==> src/hdl/pmd_pkg.sv <==
// Purpose: Shared constants and types for the peripheral module disable block
// Assumes: 32-bit AXI4-Lite register access, 8-bit peripheral register bus
// Notes:   Slot order maps each gated peripheral to its disable bit
`default_nettype none
package pmd_pkg;
  // Register map (byte addresses)
  localparam int          AXI_ADDR_W      = 12;
  localparam logic [11:0] MOD_DIS0_ADDR   = 12'h10C;
  localparam logic [11:0] SLOT_STAT_ADDR  = 12'h110;

  // Fields of module_disable_0
  localparam int          TIMER_ZERO_BIT  = 7;
  localparam int          PIN_CHANGE_BIT  = 5;
  localparam int          CLOCK_NET_BIT   = 3;
  localparam int          MEM_SCAN_BIT    = 2;
  localparam int          CHECKSUM_BIT    = 1;
  localparam int          NV_ACCESS_BIT   = 0;
  localparam logic [7:0]  MOD_DIS0_RESET  = 8'h00;
  localparam logic [7:0]  MOD_DIS0_MASK   = 8'hAF;

  // Gated peripheral slots and the disable bit that owns each
  localparam int          NUM_SLOTS       = 6;
  localparam int          SLOT_BIT [NUM_SLOTS] = '{0, 1, 2, 3, 5, 7};

  // Timing
  localparam int          CORE_CLK_PERIOD_PS  = 8000;
  localparam int          INSTR_CYCLE_PS      = 32000;
  localparam int          INSTR_CYCLE_CLKS    = INSTR_CYCLE_PS / CORE_CLK_PERIOD_PS;
  localparam logic [1:0]  RATE_DIV_LAST       = 2'(INSTR_CYCLE_CLKS - 1);
  localparam logic [1:0]  SETTLE_INSTR_CYCLES = 2'h2;

  // AXI responses
  localparam logic [1:0]  RESP_OKAY       = 2'h0;
  localparam logic [1:0]  RESP_SLVERR     = 2'h2;

  typedef struct packed {
    logic       rd;
    logic       wr;
    logic [2:0] slot;
    logic [7:0] addr;
    logic [7:0] wdata;
  } pmd_sfr_req_t;

  typedef logic [NUM_SLOTS-1:0][7:0] pmd_slot_bytes_t;
endpackage : pmd_pkg
`default_nettype wire

==> src/hdl/pmd_rate_div.sv <==
// Purpose: Full-rate and quarter-rate peripheral clock enables
// Assumes: One core clock; slower rates are one-cycle enables
// Notes:   Quarter-rate enable never stops, full-rate follows the net bit
`timescale 1ns/1ps
`default_nettype none
module pmd_rate_div (
  input  wire logic clk_in,         // Core clock
  input  wire logic rst_b_in,       // Async reset, active low
  input  wire logic net_off_in,     // Clock network disable
  output var  logic full_en_out,    // Full-rate enable
  output var  logic quarter_en_out  // Quarter-rate enable pulse
);
  import pmd_pkg::*;

  logic [1:0] div_reg;
  logic [1:0] div_next;
  logic       wrap;

  assign wrap     = (div_reg == RATE_DIV_LAST);
  assign div_next = wrap ? 2'h0 : 2'(div_reg + 2'h1);

  always_ff @(posedge clk_in or negedge rst_b_in) begin
    if (!rst_b_in) begin
      div_reg        <= 2'h0;
      full_en_out    <= 1'b0;
      quarter_en_out <= 1'b0;
    end else begin
      div_reg        <= div_next;
      full_en_out    <= !net_off_in;
      quarter_en_out <= wrap;
    end
  end

  a_quarter_period: assert property (@(posedge clk_in) disable iff (!rst_b_in)
    quarter_en_out |=> !quarter_en_out [*3] ##1 quarter_en_out)
    else $error("quarter-rate enable period wrong");

  a_full_rate_off: assert property (@(posedge clk_in) disable iff (!rst_b_in)
    net_off_in |=> !full_en_out)
    else $error("full-rate enable ran while network disabled");
endmodule : pmd_rate_div
`default_nettype wire

==> src/hdl/pmd_slot.sv <==
// Purpose: Hold one peripheral in reset and fence its registers and outputs
// Assumes: Register requests and peripheral outputs are on the core clock
// Notes:   Read data is combinational; the top registers it
`timescale 1ns/1ps
`default_nettype none
module pmd_slot (
  input  wire logic       clk_in,         // Core clock
  input  wire logic       rst_b_in,       // Async reset, active low
  input  wire logic       off_in,         // Disable bit for this peripheral
  input  wire logic       hit_in,         // Request targets this peripheral
  input  wire logic       wr_in,          // Register write request
  input  wire logic       rd_in,          // Register read request
  input  wire logic       quarter_en_in,  // Instruction-cycle enable
  input  wire logic [7:0] rdata_in,       // Peripheral read data
  input  wire logic [7:0] outs_in,        // Peripheral raw outputs
  output var  logic [7:0] rdata_out,      // Fenced read data
  output var  logic       wr_en_out,      // Fenced write enable
  output var  logic       rst_b_out,      // Peripheral reset, active low
  output var  logic [7:0] outs_out,       // Fenced outputs
  output var  logic       settled_out     // Safe to access after re-enable
);
  import pmd_pkg::*;

  logic [1:0] settle_reg;
  logic       settle_step;

  assign rdata_out   = (hit_in && rd_in && !off_in) ? rdata_in : 8'h00;
  assign settle_step = quarter_en_in && !settled_out;

  always_ff @(posedge clk_in or negedge rst_b_in) begin
    if (!rst_b_in) begin
      wr_en_out   <= 1'b0;
      rst_b_out   <= 1'b0;
      outs_out    <= 8'h00;
      settle_reg  <= 2'h0;
      settled_out <= 1'b0;
    end else begin
      rst_b_out <= !off_in;
      wr_en_out <= hit_in && wr_in && !off_in;
      outs_out  <= off_in ? 8'h00 : outs_in;
      if (off_in) begin
        settle_reg  <= 2'h0;
        settled_out <= 1'b0;
      end else if (settle_step) begin
        settle_reg  <= 2'(settle_reg + 2'h1);
        settled_out <= (2'(settle_reg + 2'h1) == SETTLE_INSTR_CYCLES);
      end
    end
  end

  a_held_reset: assert property (@(posedge clk_in) disable iff (!rst_b_in)
    off_in |=> !rst_b_out)
    else $error("disabled peripheral left out of reset");

  a_outs_forced: assert property (@(posedge clk_in) disable iff (!rst_b_in)
    off_in |=> (outs_out == 8'h00))
    else $error("disabled peripheral output leaked");

  a_write_fenced: assert property (@(posedge clk_in) disable iff (!rst_b_in)
    (off_in || !hit_in) |=> !wr_en_out)
    else $error("write reached a disabled peripheral");

  a_reenable_release: assert property (@(posedge clk_in) disable iff (!rst_b_in)
    $fell(off_in) |=> rst_b_out && !settled_out)
    else $error("re-enabled peripheral not released from reset");
endmodule : pmd_slot
`default_nettype wire

==> src/hdl/pmd_top.sv <==
// Purpose: Peripheral module disable register and fencing of six peripherals
// Assumes: AXI4-Lite register access, peripheral register bus on core clock
// Notes:   Peripherals come back from reset with power-on register values
//
// What this block does
// - Any reset clears all disable bits
// - Set bit holds peripheral in reset
// - Disabled registers ignore writes, read zero
// - Disabled peripheral outputs forced off
// - Clearing bit releases peripheral with reset values
// - Disable bits 7,5,3,2,1,0 at 0x010C
// - Clock bit stops full rate, quarter runs
// - Memory-access bit blocks nonvolatile reads, writes
// - Scanner and checksum bits disable those units
//
// Local design decision: the AXI4-Lite interface to the registers.
`timescale 1ns/1ps
`default_nettype none
module pmd_top (
  input  wire logic                   CORE_CLK_IN,          // Core clock, 125 MHz
  input  wire logic                   RST_B_IN,             // Async reset, active low
  // AXI4-Lite slave
  input  wire logic                   AXI_AWVALID_IN,       // Write address valid
  output var  logic                   AXI_AWREADY_OUT,      // Write address ready
  input  wire logic [11:0]            AXI_AWADDR_IN,        // Write address
  input  wire logic                   AXI_WVALID_IN,        // Write data valid
  output var  logic                   AXI_WREADY_OUT,       // Write data ready
  input  wire logic [31:0]            AXI_WDATA_IN,         // Write data
  input  wire logic [3:0]             AXI_WSTRB_IN,         // Write strobes
  output var  logic                   AXI_BVALID_OUT,       // Write response valid
  input  wire logic                   AXI_BREADY_IN,        // Write response ready
  output var  logic [1:0]             AXI_BRESP_OUT,        // Write response
  input  wire logic                   AXI_ARVALID_IN,       // Read address valid
  output var  logic                   AXI_ARREADY_OUT,      // Read address ready
  input  wire logic [11:0]            AXI_ARADDR_IN,        // Read address
  output var  logic                   AXI_RVALID_OUT,       // Read data valid
  input  wire logic                   AXI_RREADY_IN,        // Read data ready
  output var  logic [31:0]            AXI_RDATA_OUT,        // Read data
  output var  logic [1:0]             AXI_RRESP_OUT,        // Read response
  // Core side of the peripheral register bus
  input  wire pmd_pkg::pmd_sfr_req_t  SFR_REQ_IN,           // Peripheral register request
  output var  logic [7:0]             SFR_RDATA_OUT,        // Fenced read data
  // Peripheral side
  input  wire pmd_pkg::pmd_slot_bytes_t PERIPH_RDATA_IN,    // Per-slot read data
  input  wire pmd_pkg::pmd_slot_bytes_t PERIPH_OUTS_IN,     // Per-slot raw outputs
  output var  logic [7:0]             PERIPH_ADDR_OUT,      // Register address
  output var  logic [7:0]             PERIPH_WDATA_OUT,     // Register write data
  output var  logic [5:0]             PERIPH_WR_EN_OUT,     // Per-slot write enable
  output var  logic [5:0]             PERIPH_RST_B_OUT,     // Per-slot reset, active low
  output var  pmd_pkg::pmd_slot_bytes_t PERIPH_OUTS_OUT,    // Per-slot fenced outputs
  output var  logic                   FULL_RATE_EN_OUT,     // Full-rate clock enable
  output var  logic                   QUARTER_RATE_EN_OUT,  // Quarter-rate enable pulse
  // Nonvolatile memory requests
  input  wire logic                   NVM_RD_REQ_IN,        // Memory read request
  input  wire logic                   NVM_WR_REQ_IN,        // Memory write request
  output var  logic                   NVM_RD_REQ_OUT,       // Gated memory read
  output var  logic                   NVM_WR_REQ_OUT,       // Gated memory write
  output var  logic [7:0]             MODULE_DISABLE_OUT    // Current disable bits
);
  import pmd_pkg::*;

  // Register and AXI state
  logic [7:0]  mod_dis_reg;
  logic [7:0]  mod_dis_next;
  logic        aw_got_reg;
  logic        w_got_reg;
  logic [11:0] aw_addr_reg;
  logic [31:0] w_data_reg;
  logic [3:0]  w_strb_reg;
  logic        first_cyc_reg;

  // Write channel decode
  logic        aw_take;
  logic        w_take;
  logic        have_aw;
  logic        have_w;
  logic        do_write;
  logic [11:0] wr_addr;
  logic [31:0] wr_data;
  logic [3:0]  wr_strb;
  logic        wr_hit_dis;
  logic        wr_hit_stat;
  logic        aw_got_next;
  logic        w_got_next;
  logic        bvalid_next;
  logic [1:0]  bresp_next;

  // Read channel decode
  logic        ar_take;
  logic        rvalid_next;
  logic        rd_hit_dis;
  logic        rd_hit_stat;
  logic [31:0] rd_word;
  logic [1:0]  rd_resp;

  // Slot wiring
  logic [5:0]        slot_off;
  logic [5:0]        slot_hit;
  logic [5:0]        slot_wr_en;
  logic [5:0]        slot_rst_b;
  logic [5:0]        slot_settled;
  pmd_slot_bytes_t   slot_rdata;
  pmd_slot_bytes_t   slot_outs;
  logic [7:0]        sfr_rdata_any;
  logic              full_en;
  logic              quarter_en;

  // Write path: address and data may arrive in either order
  assign aw_take     = AXI_AWVALID_IN && AXI_AWREADY_OUT;
  assign w_take      = AXI_WVALID_IN && AXI_WREADY_OUT;
  assign have_aw     = aw_got_reg || aw_take;
  assign have_w      = w_got_reg || w_take;
  assign do_write    = have_aw && have_w;
  assign wr_addr     = aw_got_reg ? aw_addr_reg : AXI_AWADDR_IN;
  assign wr_data     = w_got_reg ? w_data_reg : AXI_WDATA_IN;
  assign wr_strb     = w_got_reg ? w_strb_reg : AXI_WSTRB_IN;
  assign aw_got_next = have_aw && !do_write;
  assign w_got_next  = have_w && !do_write;
  assign bvalid_next = do_write || (AXI_BVALID_OUT && !AXI_BREADY_IN);

  // Address decoding
  assign wr_hit_dis  = (wr_addr[11:2] == MOD_DIS0_ADDR[11:2]);
  assign wr_hit_stat = (wr_addr[11:2] == SLOT_STAT_ADDR[11:2]);
  assign rd_hit_dis  = (AXI_ARADDR_IN[11:2] == MOD_DIS0_ADDR[11:2]);
  assign rd_hit_stat = (AXI_ARADDR_IN[11:2] == SLOT_STAT_ADDR[11:2]);

  // Status register is read-only; a write to it is accepted and dropped
  assign bresp_next = (wr_hit_dis || wr_hit_stat) ? RESP_OKAY : RESP_SLVERR;

  assign mod_dis_next = (do_write && wr_hit_dis && wr_strb[0])
                        ? (wr_data[7:0] & MOD_DIS0_MASK) : mod_dis_reg;

  // Read path
  assign ar_take     = AXI_ARVALID_IN && AXI_ARREADY_OUT;
  assign rvalid_next = ar_take || (AXI_RVALID_OUT && !AXI_RREADY_IN);
  assign rd_word     = rd_hit_dis  ? {24'h000000, mod_dis_reg}
                     : rd_hit_stat ? {26'h0000000, slot_settled}
                     : 32'h00000000;
  assign rd_resp     = (rd_hit_dis || rd_hit_stat) ? RESP_OKAY : RESP_SLVERR;

  always_ff @(posedge CORE_CLK_IN or negedge RST_B_IN) begin
    if (!RST_B_IN) begin
      mod_dis_reg <= MOD_DIS0_RESET;
      first_cyc_reg <= 1'b1;
    end else begin
      mod_dis_reg <= mod_dis_next;
      first_cyc_reg <= 1'b0;
    end
  end

  always_ff @(posedge CORE_CLK_IN or negedge RST_B_IN) begin
    if (!RST_B_IN) begin
      aw_got_reg      <= 1'b0;
      w_got_reg       <= 1'b0;
      aw_addr_reg     <= 12'h000;
      w_data_reg      <= 32'h00000000;
      w_strb_reg      <= 4'h0;
      AXI_AWREADY_OUT <= 1'b0;
      AXI_WREADY_OUT  <= 1'b0;
      AXI_BVALID_OUT  <= 1'b0;
      AXI_BRESP_OUT   <= 2'h0;
    end else begin
      aw_got_reg      <= aw_got_next;
      w_got_reg       <= w_got_next;
      if (aw_take) begin
        aw_addr_reg <= AXI_AWADDR_IN;
      end
      if (w_take) begin
        w_data_reg <= AXI_WDATA_IN;
        w_strb_reg <= AXI_WSTRB_IN;
      end
      AXI_AWREADY_OUT <= !aw_got_next && !bvalid_next;
      AXI_WREADY_OUT  <= !w_got_next && !bvalid_next;
      AXI_BVALID_OUT  <= bvalid_next;
      if (do_write) begin
        AXI_BRESP_OUT <= bresp_next;
      end
    end
  end

  always_ff @(posedge CORE_CLK_IN or negedge RST_B_IN) begin
    if (!RST_B_IN) begin
      AXI_ARREADY_OUT <= 1'b0;
      AXI_RVALID_OUT  <= 1'b0;
      AXI_RDATA_OUT   <= 32'h00000000;
      AXI_RRESP_OUT   <= 2'h0;
    end else begin
      AXI_ARREADY_OUT <= !rvalid_next;
      AXI_RVALID_OUT  <= rvalid_next;
      if (ar_take) begin
        AXI_RDATA_OUT <= rd_word;
        AXI_RRESP_OUT <= rd_resp;
      end
    end
  end

  genvar g;
  generate
    for (g = 0; g < NUM_SLOTS; g = g + 1) begin : g_slot
      assign slot_off[g] = mod_dis_reg[SLOT_BIT[g]];
      assign slot_hit[g] = (SFR_REQ_IN.slot == 3'(g));
      pmd_slot u_slot (
        .clk_in        (CORE_CLK_IN),
        .rst_b_in      (RST_B_IN),
        .off_in        (slot_off[g]),
        .hit_in        (slot_hit[g]),
        .wr_in         (SFR_REQ_IN.wr),
        .rd_in         (SFR_REQ_IN.rd),
        .quarter_en_in (quarter_en),
        .rdata_in      (PERIPH_RDATA_IN[g]),
        .outs_in       (PERIPH_OUTS_IN[g]),
        .rdata_out     (slot_rdata[g]),
        .wr_en_out     (slot_wr_en[g]),
        .rst_b_out     (slot_rst_b[g]),
        .outs_out      (slot_outs[g]),
        .settled_out   (slot_settled[g])
      );
    end
  endgenerate

  // Only one slot can hit, so an OR picks its data
  assign sfr_rdata_any = slot_rdata[0] | slot_rdata[1] | slot_rdata[2]
                       | slot_rdata[3] | slot_rdata[4] | slot_rdata[5];

  assign PERIPH_WR_EN_OUT = slot_wr_en;
  assign PERIPH_RST_B_OUT = slot_rst_b;
  assign PERIPH_OUTS_OUT  = slot_outs;

  pmd_rate_div u_rate_div (
    .clk_in         (CORE_CLK_IN),
    .rst_b_in       (RST_B_IN),
    .net_off_in     (mod_dis_reg[CLOCK_NET_BIT]),
    .full_en_out    (full_en),
    .quarter_en_out (quarter_en)
  );

  assign FULL_RATE_EN_OUT    = full_en;
  assign QUARTER_RATE_EN_OUT = quarter_en;

  always_ff @(posedge CORE_CLK_IN or negedge RST_B_IN) begin
    if (!RST_B_IN) begin
      SFR_RDATA_OUT      <= 8'h00;
      PERIPH_ADDR_OUT    <= 8'h00;
      PERIPH_WDATA_OUT   <= 8'h00;
      NVM_RD_REQ_OUT     <= 1'b0;
      NVM_WR_REQ_OUT     <= 1'b0;
      MODULE_DISABLE_OUT <= 8'h00;
    end else begin
      SFR_RDATA_OUT      <= sfr_rdata_any;
      PERIPH_ADDR_OUT    <= SFR_REQ_IN.addr;
      PERIPH_WDATA_OUT   <= SFR_REQ_IN.wdata;
      NVM_RD_REQ_OUT     <= NVM_RD_REQ_IN && !mod_dis_reg[NV_ACCESS_BIT];
      NVM_WR_REQ_OUT     <= NVM_WR_REQ_IN && !mod_dis_reg[NV_ACCESS_BIT];
      MODULE_DISABLE_OUT <= mod_dis_reg;
    end
  end

  a_reset_clear: assert property (@(posedge CORE_CLK_IN) disable iff (!RST_B_IN)
    first_cyc_reg |-> (mod_dis_reg == 8'h00) && (PERIPH_RST_B_OUT == 6'h00))
    else $error("disable bits not clear after reset");

  a_unimpl_bits: assert property (@(posedge CORE_CLK_IN) disable iff (!RST_B_IN)
    AXI_RVALID_OUT && $past(ar_take) && $past(rd_hit_dis) |-> AXI_RDATA_OUT[6] == 1'b0
      && AXI_RDATA_OUT[4] == 1'b0)
    else $error("unimplemented disable bits read nonzero");

  a_map_write: assert property (@(posedge CORE_CLK_IN) disable iff (!RST_B_IN)
    do_write && wr_hit_dis && wr_strb[0] |=> mod_dis_reg == ($past(wr_data[7:0]) & 8'hAF)
      ##1 MODULE_DISABLE_OUT == $past(mod_dis_reg))
    else $error("disable register write mapped wrongly");

  a_read_zero: assert property (@(posedge CORE_CLK_IN) disable iff (!RST_B_IN)
    SFR_REQ_IN.rd && SFR_REQ_IN.slot == 3'h1 && mod_dis_reg[1] |=> SFR_RDATA_OUT == 8'h00)
    else $error("disabled checksum unit returned read data");

  a_scan_reset: assert property (@(posedge CORE_CLK_IN) disable iff (!RST_B_IN)
    mod_dis_reg[2] |=> !PERIPH_RST_B_OUT[2] && PERIPH_OUTS_OUT[2] == 8'h00)
    else $error("disabled scanner still running");

  a_nvm_blocked: assert property (@(posedge CORE_CLK_IN) disable iff (!RST_B_IN)
    mod_dis_reg[0] |=> !NVM_RD_REQ_OUT && !NVM_WR_REQ_OUT && !PERIPH_WR_EN_OUT[0])
    else $error("memory access passed while disabled");

  a_clock_net: assert property (@(posedge CORE_CLK_IN) disable iff (!RST_B_IN)
    mod_dis_reg[3] |=> !FULL_RATE_EN_OUT ##[0:3] QUARTER_RATE_EN_OUT)
    else $error("full-rate enable ran with network disabled");

  a_reenable_wait: assert property (@(posedge CORE_CLK_IN) disable iff (!RST_B_IN)
    $fell(mod_dis_reg[1]) |=> !slot_settled[1] [*4])
    else $error("re-enabled slot reported settled too early");

  a_reenable_back: assert property (@(posedge CORE_CLK_IN) disable iff (!RST_B_IN)
    $fell(mod_dis_reg[5]) |=> ##1 PERIPH_RST_B_OUT[4])
    else $error("re-enabled pin-change unit held in reset");
endmodule : pmd_top
`default_nettype wire

==> config.mk <==
export PLATFORM = sky130hd
export DESIGN_NAME = pmd_top
export DESIGN_NICKNAME = d
export VERILOG_FILES = /design/src/hdl/pmd_pkg.sv /design/src/hdl/pmd_rate_div.sv /design/src/hdl/pmd_slot.sv /design/src/hdl/pmd_top.sv
export SDC_FILE = /design/constraint.sdc
export NUM_CORES = 1
export LEC_CHECK = 0
export BUFFER_PORTS_ARGS = -buffer_cell sky130_fd_sc_hd__buf_2
export CAP_MARGIN = 20
export CORE_MARGIN = 3
export CORE_UTILIZATION = 40
export DETAILED_ROUTE_END_ITERATION = 16
export GPL_TIMING_DRIVEN = 1
export PLACE_DENSITY_LB_ADDON = 0.1
export SETUP_SLACK_MARGIN = 0.05
export SLEW_MARGIN = 0
export SYNTH_ARGS = -nofsm -noshare
export SYNTH_HDL_FRONTEND = slang
export SYNTH_SLANG_ARGS = --single-unit
export TNS_END_PERCENT = 10
==> constraint.sdc <==
create_clock -name CORE_CLK_IN -period 1.6 [get_ports CORE_CLK_IN]
set_clock_uncertainty 0.05 [all_clocks]
set_input_delay 0.24 -clock CORE_CLK_IN [delete_from_list [all_inputs] [get_ports CORE_CLK_IN]]
set_output_delay 0.24 -clock CORE_CLK_IN [all_outputs]
set_load 0.05 [all_outputs]
==> metrics.md <==
| Metric | Value |
|---|---|
| Failing checks | negative setup slack |
| Setup CP Type | register to register |
| Mapped Area | 5970 sq um |
| #FFs+latches synth | 152 |
| First-pass GRT wire length | 23900 microns |
| Post-Place Setup Slack | -119 ps |
| R2r startpoint | aw_addr_reg[11] |
| Most frequent cells in the layout | buf_2 (258), dfrtp_1 (149), dlygate4sd3_1 (64), nor2b_1 (56) |
| Layout Cells excl Fill | 1000 |
| CTS tree | yes |
| Antenna violations before repair | 1 |
| Ports | 323 |
| Vias in the first global route | 4826 |
| GRT Total Usage | 18.8% |
| Slew Limit Fails | 0 |
| Status | complete, but fails checks |
| Post-Syn Instances | 464 |
| Total wire length | 15300 microns |
| Worst-path fanout max | 6 |
| Nets | 995 |
| Largest register FFs | 48 |
| Synth area leader | dfrtp_1 |
| Ys Warns | 0 |
| Worst r2r dst | mod_dis_reg[0] |
| Period utilization | 100% |
| Average wire per standard cell | 15.3 microns |
| Setup crit start | aw_addr_reg[11] |
| Die span in y | 128 microns |
| Average size of a mapped cell | 12.9 sq um |
| DRT antenna net count | 0 |
| Initial Util | 40.9% |
| Worst-Margin Slew | 543 ps |
| P&R area growth vs syn | 46.1% |
| Number of max-cap violations | 0 |
| Dpl hpwl | 10900 microns |
| Lkg Pwr | 0.00446 uW |
| VDD IR-drop max | 0.957 mV |
| Hold Path Class | input port to register |
| Gpl congestion | 0.807 |
| Final WS setup | -4.09 ps |
| Max clock buf depth | 2 |
| CORE AREA | 14600 sq um |
| CTS H-tree depth | 4 |
| Unrepaired setup endpoints after global routing | true |
| Flop2flop setup slack | -4 ps |
| Total CTS buffers | 17 |
| Largest net degree at the start of global routing | 44 |
| Async SR Flop Fraction | 100% |
| Worst Setup EP | mod_dis_reg[0] |
| Critical path endpoint category | register |
| Arrival time at the worst endpoint | 1830 ps |
| Share of the synthesized area in the top cell type | 63.8% |
| First-pass DRT Iterations | 4 |
| Setup crit start kind | register |
| Post-synth EDFFs | 0 |
| Post-route DRC | 0 |
| Top post-synthesis cells by area | dfrtp_1 (64%), nor2b_1 (5.9%), buf_4 (5.3%), a22oi_1 (3.6%), mux2_2 (3.4%) |
| Root Driver | clkbuf_16 |
| Tmin final | 1600 ps |
| Die ar. | 16400 sq um |
| Max_slew headroom | 63.5% |
| Seq/Total Area, Yosys | 63.8% |
| Worst skew pair latency | 410 ps |
| Critical path required time | 1820 ps |
| Worst R2R Path Depth | 5 |
| FP Rows | 44 |
| Placed cell count | 903 |
| Fraction of final layout cells sized beyond drive strength 1 | 42.8% |
| Clock sink count | 152 |
| Die X | 128 microns |
| FILL cells | 1190 |
| Commonest non-fill, non-tap cell in the layout | buf_2 |
| Hold Vio Cnt, Final | 0 |
| Distinct cells, synth | 39 |
| DR vias | 4624 |
| Final Setup Violations | 1 |
| GRT overflow | 0 |
| Pwr/cell area | 1190 nW/um^2 |
| Initial DRC Count | 195 |
| F_max | 0.623 GHz |
| Postcts setup bufs | 0 |
| Vias per cell | 4.62 |
| IO Port Bufs | 260 |
| Synth Flop Type | dfrtp_1 |
| Worst-path clk slew | 60 ps |
how the worst min path moves through the flow:
| stage | start | endpoint | slack [ps] | cells after the start |
|---|---|---|---|---|
| final | PERIPH_RDATA_IN[15] | SFR_RDATA_OUT[7] | 20 | 3 |
| after detailed placement | RST_B_IN | PERIPH_ADDR_OUT[5] | 140 | 1 |
| after CTS | PERIPH_RDATA_IN[36] | SFR_RDATA_OUT[4] | 1 | 3 |
| after global routing | PERIPH_OUTS_IN[17] | g_slot[2].u_slot.outs_out[1] | 4 | 2 |
| after global placement | RST_B_IN | PERIPH_ADDR_OUT[5] | 130 | 1 |
| after floorplan | RST_B_IN | AXI_ARREADY_OUT | -110 | 0 |
timing repair:
action | CTS | global route
hold buffers | 64 | 0
hold endpoints to repair | 99 | 0
pin swaps | 4 | 1
endpoints found under the setup margin | 14 | 6
gates resized for setup | 5 | 2
power breakdown:
group / switching [uW] / internal (uW)
sequential: 193 / 4210
clock: 1580 / 2550
combinational: 1120 / 758
critical path, stage by stage (launching register included):
cell and delay (ps):
dfrtp_1 380, nor4b_2 290, nand2_1 90, a21oi_2 200, o2111ai_4 250, mux2i_1 200
routing by layer:
layer,vias up,global-route usage [%],routed length [microns]
met2,185,34.6,8170
met3,17,5.71,1210
met4,0,5.81,225
met5,-,0,0
li1,2184,-,-
met1,2238,20.6,5690
cell type report:
| class | instances | area [sq um] | share of cell area, % |
|---|---|---|---|
| Tap cell | 184 | 230 | 2.64 |
| Inverter | 15 | 56.3 | 0.646 |
| Sequential cell | 152 | 3810 | 43.7 |
| Multi-Input combinational cell | 272 | 1870 | 21.5 |
| Clock inverter | 13 | 169 | 1.94 |
| Antenna cell | 1 | 2.50 | 0.0287 |
| Clock buffer | 19 | 453 | 5.20 |
| Timing Repair Buffer | 344 | 2130 | 24.4 |
Yosys cell counts, types with 6 or more instances:
master and instances:
clkbuf_1 8, nand2_1 21, buf_4 42, dfrtp_1 152
a21oi_1 8, nand3_1 8, a211oi_1 6, inv_1 15
nor2_1 27, mux2_2 18, mux2i_1 12, a22oi_1 29
nor2b_1 56, ha_1 7
metrics by stage:
stage / hold WS, ps / util (%) / setup TNS [ps] / total power (uW) / area (sq um)
after CTS: 1.00 / 59.7 / -179 / 10600 / 8710
after floorplan: -106 / - / 0 / 5700 / 6070
after global placement: 132 / 50.9 / -366 / 6170 / 7420
final: 16.6 / 59.7 / -4.09 / 10400 / 8720
after global routing: 3.98 / 59.7 / -474 / 10900 / 8720
after detailed placement: 141 / 50.9 / -706 / 6230 / 7420
cell families (layout without fill, tap and decap cells):
| family | count (synthesis) | count (layout) | share of synthesized area, % |
|---|---|---|---|
| AO/OA/AOI/OAI | 58 | 58 | 6.86 |
| XOR/XNOR | 6 | 6 | 0.881 |
| adder cells (fa/ha/maj) | 7 | 7 | 1.47 |
| buffers and inverters | 68 | 391 | 7.09 |
| flip-flops | 152 | 152 | 63.8 |
| multiplexers | 30 | 30 | 5.41 |
| other | 1 | 30 | 0.0629 |
| AND/OR/NAND/NOR | 142 | 142 | 14.5 |
No activity file was read; power rests on OpenSTA's default activity.
